**config.mk**
```make
export PLATFORM = sky130hd
export DESIGN_NAME = eocm_top
export DESIGN_NICKNAME = d
export VERILOG_FILES = /design/src/rtl/eocm_scaler.v /design/src/rtl/eocm_top.v
export VERILOG_INCLUDE_DIRS = /design/src /design/src/rtl
export SDC_FILE = /design/constraint.sdc
export NUM_CORES = 1
export LEC_CHECK = 0
export BUFFER_PORTS_ARGS = -buffer_cell sky130_fd_sc_hd__buf_2
export CAP_MARGIN = 20
export CORE_MARGIN = 2
export CORE_UTILIZATION = 42
export DETAILED_ROUTE_END_ITERATION = 10
export HOLD_SLACK_MARGIN = 0.05
export PLACE_DENSITY = 0.56
export SLEW_MARGIN = 0
export SYNTH_ARGS = -nofsm -noshare
export SYNTH_HDL_FRONTEND = slang
export SYNTH_HIERARCHICAL = 1
export SYNTH_SLANG_ARGS = --single-unit
```
**constraint.sdc**
```tcl
create_clock -name core_clk -period 3.7 [get_ports core_clk]
set_clock_uncertainty 0.05 [all_clocks]
set_input_delay 0.74 -clock core_clk [delete_from_list [all_inputs] [get_ports core_clk]]
set_output_delay 0.74 -clock core_clk [all_outputs]
set_load 0.05 [all_outputs]
```
**src/rtl/eocm_regs.vh**
```
// Register map, field positions and timing counts for the oscillator and multiplier control
`ifndef EOCM_REGS_VH
`define EOCM_REGS_VH
`define EOCM_ADDR_MULT_CTRL     8'hab
`define EOCM_ADDR_OSC_CTRL      8'hb1
`define EOCM_RESET_VAL          8'h00
`define EOCM_OSC_STABLE_BIT     7
`define EOCM_OSC_MODE_HI        6
`define EOCM_OSC_MODE_LO        4
`define EOCM_OSC_RSVD_BIT       3
`define EOCM_OSC_RANGE_HI       2
`define EOCM_OSC_RANGE_LO       0
`define EOCM_MUL_EN_BIT         7
`define EOCM_MUL_INIT_BIT       6
`define EOCM_MUL_LOCK_BIT       5
`define EOCM_MUL_SCALE_HI       4
`define EOCM_MUL_SCALE_LO       2
`define EOCM_MUL_SEL_HI         1
`define EOCM_MUL_SEL_LO         0
`define EOCM_MODE_CMOS          3'h2
`define EOCM_MODE_CMOS_DIV2     3'h3
`define EOCM_MODE_RC            3'h4
`define EOCM_MODE_CAP           3'h5
`define EOCM_MODE_XTAL          3'h6
`define EOCM_MODE_XTAL_DIV2     3'h7
`define EOCM_SEL_INT_DIV2       2'h0
`define EOCM_SEL_EXT            2'h1
`define EOCM_SEL_EXT_DIV2       2'h2
`define EOCM_SEL_INT            2'h3
// Crystal settle time in microseconds and the cycle count at 200 MHz
`define EOCM_XTAL_SETTLE_US     1000
`define EOCM_CLK_MHZ            200
`define EOCM_XTAL_SETTLE_CYC    (`EOCM_XTAL_SETTLE_US * `EOCM_CLK_MHZ)
// Multiplier lock time in nanoseconds and its cycle count
`define EOCM_LOCK_NS            5000
`define EOCM_CLK_NS             5
`define EOCM_LOCK_CYC           ((`EOCM_LOCK_NS + `EOCM_CLK_NS - 1) / `EOCM_CLK_NS)
// Fast pulse half period in core cycles
`define EOCM_FAST_HALF          1
`endif

```
**src/rtl/eocm_scaler.v**
```verilog
// Output scaler: scales the x4 pulse train by 1, 2/3, 1/2, 2/5, 1/3 or 2/7
`include "eocm_regs.vh"
module eocm_scaler (
	// Clock and reset
	input  wire       core_clk,
	input  wire       srst,
	// Control
	input  wire       run,
	input  wire [2:0] scale,
	// Fast edge stream, one pulse per x4 output edge
	input  wire       edge_in,
	output reg        clk_out
);
	reg  [2:0] cnt_q;
	wire       unity = (scale < 3'h3);
	// Period of n edges: high for n/2 of them, rounded down
	wire [2:0] half  = scale >> 1;
	wire       wrap  = (cnt_q >= scale - 3'h1);

	// Odd divisors give unequal phases
	always @(posedge core_clk) begin
		if (srst || !run) begin
			cnt_q   <= 3'h0;
			clk_out <= 1'b0;
		end else if (edge_in) begin
			if (unity) begin
				clk_out <= ~clk_out;
			end else begin
				cnt_q   <= wrap ? 3'h0 : cnt_q + 3'h1;
				clk_out <= (cnt_q < half);
			end
		end
	end
endmodule

```
**src/rtl/eocm_top.v**
```verilog
// External oscillator control and clock multiplier, register port and clock generation
// What this block does
// - Stable flag reads 1 when crystal runs
// - Mode field decodes off, CMOS, RC, cap, crystal
// - Reserved bit 3 reads zero, write zero
// - Multiplier output is four times input, scaled
// - Input select picks internal/external, halved or not
// - Init bit zero on enable; one starts init
// - Lock flag reads 1 once locked
// - Slow input gives four pulses then waits
// - Scaling field decodes factor 1 to 2/7
// - Odd factors give unequal duty cycle
`include "eocm_regs.vh"
module eocm_top #(
	parameter XTAL_SETTLE_CYC = `EOCM_XTAL_SETTLE_CYC
) (
	// Clock and reset
	input  wire       core_clk,
	input  wire       srst,
	// Register port
	input  wire [7:0] reg_addr,
	input  wire       reg_wr,
	input  wire [7:0] reg_wdata,
	output reg  [7:0] reg_rdata,
	// Oscillator inputs from pins and analog cells
	input  wire       ext_osc_in,
	input  wire       int_osc_in,
	input  wire       crystal_amp_ok,
	// Oscillator controls
	output reg        ext_osc_enable,
	output reg  [2:0] ext_osc_mode,
	output reg  [2:0] ext_osc_range,
	output reg        ext_clk_out,
	// Multiplier output
	output reg        mult_clk_out,
	output reg        mult_lock_out
);
	////////////////////////////////////////////////////////////////////////
	reg  [2:0] ext_osc_mode_sel_q;
	reg  [2:0] ext_osc_freq_range_q;
	reg        mult_enable_bit_q;
	reg        mult_init_bit_q;
	reg        mult_lock_flag_q;
	reg  [2:0] mult_out_scale_q;
	reg  [1:0] mult_input_sel_q;
	reg        crystal_stable_flag_q;
	reg [31:0] settle_cnt_q;
	reg [15:0] lock_cnt_q;

	// Two-flop synchronisers for pin level inputs
	reg [2:0] s1_q;
	reg [2:0] s2_q;
	always @(posedge core_clk) begin
		if (srst) begin
			s1_q <= 3'h0;
			s2_q <= 3'h0;
		end else begin
			s1_q <= {crystal_amp_ok, int_osc_in, ext_osc_in};
			s2_q <= s1_q;
		end
	end
	wire ext_s = s2_q[0];
	wire int_s = s2_q[1];
	wire amp_s = s2_q[2];

	////////////////////////////////////////////////////////////////////////
	// Register writes
	wire wr_osc = reg_wr && (reg_addr == `EOCM_ADDR_OSC_CTRL);
	wire wr_mul = reg_wr && (reg_addr == `EOCM_ADDR_MULT_CTRL);
	wire osc_on = ext_osc_mode_sel_q[2] | ext_osc_mode_sel_q[1];
	wire xtal_mode = (ext_osc_mode_sel_q[2:1] == 2'h3);
	wire lock_kill = !mult_enable_bit_q || (wr_mul && !reg_wdata[`EOCM_MUL_EN_BIT]);

	always @(posedge core_clk) begin
		if (srst) begin
			ext_osc_mode_sel_q   <= 3'h0;
			ext_osc_freq_range_q <= 3'h0;
			mult_enable_bit_q    <= 1'b0;
			mult_init_bit_q      <= 1'b0;
			mult_out_scale_q     <= 3'h0;
			mult_input_sel_q     <= 2'h0;
		end else begin
			if (wr_osc) begin
				ext_osc_mode_sel_q   <= reg_wdata[`EOCM_OSC_MODE_HI:`EOCM_OSC_MODE_LO];
				ext_osc_freq_range_q <= reg_wdata[`EOCM_OSC_RANGE_HI:`EOCM_OSC_RANGE_LO];
			end
			if (wr_mul) begin
				mult_enable_bit_q <= reg_wdata[`EOCM_MUL_EN_BIT];
				// Init only takes when already enabled
				mult_init_bit_q   <= reg_wdata[`EOCM_MUL_INIT_BIT] & mult_enable_bit_q;
				mult_out_scale_q  <= reg_wdata[`EOCM_MUL_SCALE_HI:`EOCM_MUL_SCALE_LO];
				mult_input_sel_q  <= reg_wdata[`EOCM_MUL_SEL_HI:`EOCM_MUL_SEL_LO];
			end
		end
	end

	////////////////////////////////////////////////////////////////////////
	// Crystal stable flag: amplitude good for the settle time
	always @(posedge core_clk) begin
		if (srst || !xtal_mode || wr_osc) begin
			settle_cnt_q          <= 32'h0000_0000;
			crystal_stable_flag_q <= 1'b0;
		end else if (!amp_s) begin
			settle_cnt_q          <= 32'h0000_0000;
			crystal_stable_flag_q <= 1'b0;
		end else if (settle_cnt_q >= XTAL_SETTLE_CYC - 1) begin
			crystal_stable_flag_q <= 1'b1;
		end else begin
			settle_cnt_q <= settle_cnt_q + 32'h0000_0001;
		end
	end

	////////////////////////////////////////////////////////////////////////
	// External oscillator clock path with optional divide by two
	reg ext_prev_q;
	reg ext_half_q;
	wire ext_rise = ext_s & ~ext_prev_q;
	wire ext_div2 = ext_osc_mode_sel_q[0] && (ext_osc_mode_sel_q != `EOCM_MODE_CAP);
	wire ext_clk  = ext_div2 ? ext_half_q : ext_s;
	always @(posedge core_clk) begin
		if (srst) begin
			ext_prev_q <= 1'b0;
			ext_half_q <= 1'b0;
		end else begin
			ext_prev_q <= ext_s;
			if (ext_rise)
				ext_half_q <= ~ext_half_q;
		end
	end

	// Multiplier input select
	reg int_prev_q;
	reg int_half_q;
	reg mi_prev_q;
	reg ec_half_q;
	reg ec_prev_q;
	always @(posedge core_clk) begin
		if (srst) begin
			int_prev_q <= 1'b0;
			int_half_q <= 1'b0;
			ec_prev_q  <= 1'b0;
			ec_half_q  <= 1'b0;
		end else begin
			int_prev_q <= int_s;
			ec_prev_q  <= ext_clk;
			if (int_s & ~int_prev_q)
				int_half_q <= ~int_half_q;
			if (ext_clk & ~ec_prev_q)
				ec_half_q <= ~ec_half_q;
		end
	end
	reg mult_in;
	always @* begin
		case (mult_input_sel_q)
			`EOCM_SEL_INT_DIV2: mult_in = int_half_q;
			`EOCM_SEL_EXT:      mult_in = ext_clk;
			`EOCM_SEL_EXT_DIV2: mult_in = ec_half_q;
			`EOCM_SEL_INT:      mult_in = int_s;
			default:            mult_in = 1'b0;
		endcase
	end

	////////////////////////////////////////////////////////////////////////
	// Lock sequence
	always @(posedge core_clk) begin
		if (srst || lock_kill) begin
			lock_cnt_q       <= 16'h0000;
			mult_lock_flag_q <= 1'b0;
		end else if (wr_mul && reg_wdata[`EOCM_MUL_INIT_BIT]) begin
			lock_cnt_q       <= 16'h0000;
			mult_lock_flag_q <= 1'b0;
		end else if (mult_init_bit_q && !mult_lock_flag_q) begin
			if (lock_cnt_q >= `EOCM_LOCK_CYC - 1)
				mult_lock_flag_q <= 1'b1;
			else
				lock_cnt_q <= lock_cnt_q + 16'h0001;
		end
	end

	// Eight fast edges per rising input edge, then wait
	reg       mi_q;
	reg [2:0] burst_q;
	reg       fast_tgl_q;
	wire      in_rise = mult_in & ~mi_prev_q;
	wire      run     = mult_lock_flag_q;
	always @(posedge core_clk) begin
		if (srst || !run) begin
			mi_prev_q  <= 1'b0;
			burst_q    <= 3'h0;
			fast_tgl_q <= 1'b0;
			mi_q       <= 1'b0;
		end else begin
			mi_prev_q <= mult_in;
			mi_q      <= 1'b0;
			if (in_rise)
				burst_q <= 3'h4;
			else if (burst_q != 3'h0) begin
				fast_tgl_q <= ~fast_tgl_q;
				mi_q       <= 1'b1;
				if (fast_tgl_q)
					burst_q <= burst_q - 3'h1;
			end
		end
	end

	wire scaled;
	eocm_scaler u_scaler (
		.core_clk (core_clk),
		.srst     (srst),
		.run      (run),
		.scale    (mult_out_scale_q),
		.edge_in  (mi_q),
		.clk_out  (scaled)
	);

	////////////////////////////////////////////////////////////////////////
	// Outputs and read data
	always @(posedge core_clk) begin
		if (srst) begin
			reg_rdata      <= 8'h00;
			ext_osc_enable <= 1'b0;
			ext_osc_mode   <= 3'h0;
			ext_osc_range  <= 3'h0;
			ext_clk_out    <= 1'b0;
			mult_clk_out   <= 1'b0;
			mult_lock_out  <= 1'b0;
		end else begin
			ext_osc_enable <= osc_on;
			ext_osc_mode   <= ext_osc_mode_sel_q;
			ext_osc_range  <= ext_osc_freq_range_q;
			ext_clk_out    <= osc_on & ext_clk;
			mult_clk_out   <= scaled;
			mult_lock_out  <= mult_lock_flag_q;
			if (reg_addr == `EOCM_ADDR_OSC_CTRL)
				reg_rdata <= {crystal_stable_flag_q, ext_osc_mode_sel_q, 1'b0,
					ext_osc_freq_range_q};
			else if (reg_addr == `EOCM_ADDR_MULT_CTRL)
				reg_rdata <= {mult_enable_bit_q, mult_init_bit_q, mult_lock_flag_q,
					mult_out_scale_q, mult_input_sel_q};
			else
				reg_rdata <= 8'h00;
		end
	end
endmodule

```
==> flow_metrics.tcl <==
set metrics [dict create \
    synthAdderAreaFrac_pct 3.08 \
    hold_violations 0 \
    grt_pass1_wl_um 13300 \
    area_growth_pct 13.7 \
    numCtsBuffers 9 \
    synth_edf_count 0 \
    routed_wirelength_um 7910 \
    syn_area_um2 4060 \
    cp.required_ns 3.94 \
    syn_area_per_cell_um2 9.19 \
    die_area_um2 10500 \
    final_common_cell "dfxtp_1" \
    maxCapViolCount 0 \
    dr.pass1.iters 4 \
    hp-class "flop to flop" \
    cp_slowest_stage_delay_ns 0.59 \
    gp_congestion 0.751 \
    synth_top_family_by_area "simple AND/OR/NAND/NOR gates" \
    cp_max_fo 31 \
    synthTopCellsByArea "dfxtp_1 (51%), a21oi_1 (4.2%), nand2_1 (4.0%)" \
    relSlewSlack_pct 35.5 \
    fmax_ghz 0.379 \
    cp.arrival_ns 2.88 \
    crit_chain "ha_1 -> and4_4 -> a2111o_1 -> a211o_1 -> or4_1 -> a21oi_1" \
    drv_slew 0 \
    cts_tree "done" \
    synth_top_area_share_pct 50.8 \
    reg2reg_depth 6 \
    ys_seq_elements 103 \
    syn-instance-count 442 \
    clkSinkCount 103 \
    first_global_vias 2919 \
    synth_compound_area_share_pct 12.2 \
    post_drt_wl_per_cell_um 12.9 \
    layout_min_cycle_time_ns 2.64 \
    clk_pin_slew_ns 0.12 \
    end_kind "flop" \
    via_count 3156 \
    cts_setup_buffers 0 \
    setup-tns-final_ns 0 \
    portBuffers 39 \
    ctsResizeCount 0 \
    io_pins 40 \
    p_total_w 0.00190 \
    grt_max_degree 41 \
    drt-initial-drc-count 83 \
    via_per_inst 5.13 \
    grt.overflow.total 0 \
    cts_max_level 3 \
    clk_path_buf_depth 2 \
    vdd_drop_max_mv 0.218 \
    crit_family "compound AO/OA/AOI/OAI gates" \
    reg2reg_slack_ns 1.06 \
    finalCritPeriodShare_pct 71.3 \
    dp_hpwl_um 5560 \
    syn_nets 474 \
    antenna_found_initial 0 \
    synth_top_cell_by_area "dfxtp_1" \
    crit_buf_inv 0 \
    antenna_cells 0 \
    clk_latency_ns 0.38 \
    power_density_nw_per_um2 412 \
    synth_xor_area_share_pct 2.80 \
    synthArstFlopShare_pct 0 \
    ys_seq_area_share_pct 50.8 \
    yosys.area_share.simple_pct 27.3 \
    fp.dieW_um 102 \
    final_cell_mix "dfxtp_1 (103), nand2_1 (43), buf_2 (39)" \
    critPathLaunchType "flop" \
    cp.depth 6 \
    floorplan.initialDensity_pct 43.5 \
    rsz0062_at_grt "false" \
    drc_errors 0 \
    run_status "finished clean" \
    grt_usage_pct 16.3 \
    cp_slowest_cell "or4_1" \
    core_um2 9330 \
    nets 513 \
    ys_warn_count 6 \
    setup_violations 0 \
    synth_cell_types 52 \
    crit_type "flop to flop" \
    antenna_left 0 \
    holdBufCountCts 0 \
    die_y_um 102 \
    muxShareOfSynthArea_pct 0.986 \
    rows 35 \
    drive_above_1_share_pct 14.4 \
    yosys_most_used_dff "dfxtp_1" \
    holdPathStages 1 \
    p_leak_nw 1.75 \
    worst_pin_slew_ns 0.960 \
    cts_root_buffer "clkbuf_8" \
]
==> cell type report <==
class	instances	area, um^2
Tap cell	129	161
Inverter	15	56.3
Sequential cell	103	2060
Fill cell	931	4710
Clock inverter	7	98.8
Clock buffer	9	124
Multi-Input combinational cell	309	1890
Timing Repair Buffer	43	225
==> kinds of logic (layout without fill, tap and decap cells) <==
| family | Yosys count | in the layout |
|---|---|---|
| multiplexers | 4 | 4 |
| AND/OR/NAND/NOR | 204 | 204 |
| AO/OA/AOI/OAI | 78 | 78 |
| flip-flops | 103 | 103 |
| buffers and inverters | 30 | 74 |
| adder cells (fa/ha/maj) | 10 | 10 |
| XOR/XNOR | 13 | 13 |
==> sequential cells by signal, summed over array words and instances (netlist names), 2 cells and up <==
| name | count |
|---|---|
| ext_osc_freq_range_q | 3 |
| mult_input_sel_q | 2 |
| s1_q | 3 |
| mult_out_scale_q | 3 |
| ext_osc_range | 3 |
| settle_cnt_q | 32 |
| reg_rdata | 8 |
| ext_osc_mode | 3 |
| u_scaler/cnt_q | 3 |
| lock_cnt_q | 16 |
| s2_q | 3 |
| ext_osc_mode_sel_q | 3 |
| burst_q | 3 |
==> stage by stage <==
step / utilization [%] / worst slack, ns / cells / area [um^2] / hold WS [ns]
final: 49.5 / 1.06 / 615 / 4620 / 0.398
after global routing: 49.5 / 0.910 / 615 / 4620 / 0.416
after CTS: 49.5 / 1.04 / 615 / 4620 / 0.403
after detailed placement: 47.1 / 0.771 / 599 / 4390 / 0.372
after global placement: 47.1 / 0.808 / 599 / 4390 / 0.367
after floorplan: - / 1.29 / 442 / 4060 / 0.364
==> routing by layer <==
metal / wire [um] / track usage, % / up-vias
li1: - / - / 1633
met1: 3780 / 20.5 / 1452
met2: 3670 / 25.9 / 63
met4: 101 / 6.56 / 0
met5: 0 / 0 / -
met3: 364 / 5.27 / 8
==> path summary, 6_finish.rpt <==
kind	from	to
max reg2reg	settle_cnt_q[0]	settle_cnt_q[16]
max	settle_cnt_q[0]	settle_cnt_q[16]
min reg2reg	s1_q[0]	s2_q[0]
min	s1_q[0]	s2_q[0]
==> Yosys cell counts (all sizes together), types with 2 or more instances <==
| master | count |
|---|---|
| dfxtp | 103 |
| nand2 | 44 |
| a21oi | 34 |
| nor2 | 28 |
| and2 | 22 |
| nand3 | 22 |
| nor2b | 20 |
| inv | 15 |
| o21ai | 15 |
| nor4 | 13 |
| xnor2 | 12 |
| clkbuf | 11 |
| or3 | 11 |
| ha | 10 |
| nor3 | 9 |
| nand2b | 8 |
| a22oi | 5 |
| and4 | 5 |
| or4 | 5 |
| buf | 4 |
| mux2i | 4 |
| nand4 | 4 |
| a211o | 3 |
| a21o | 3 |
| and3 | 3 |
| o31ai | 3 |
| or2 | 3 |
| a311oi | 2 |
| o211ai | 2 |
| o21a | 2 |
==> power by group <==
group          internal [W]  switching, W  leakage (nW)
registers           0.00111    0.00000296         0.831
logic             0.0000173     0.0000204         0.803
clock network      0.000288      0.000461         0.111
Note: power is estimated with default switching activity, not from simulation.
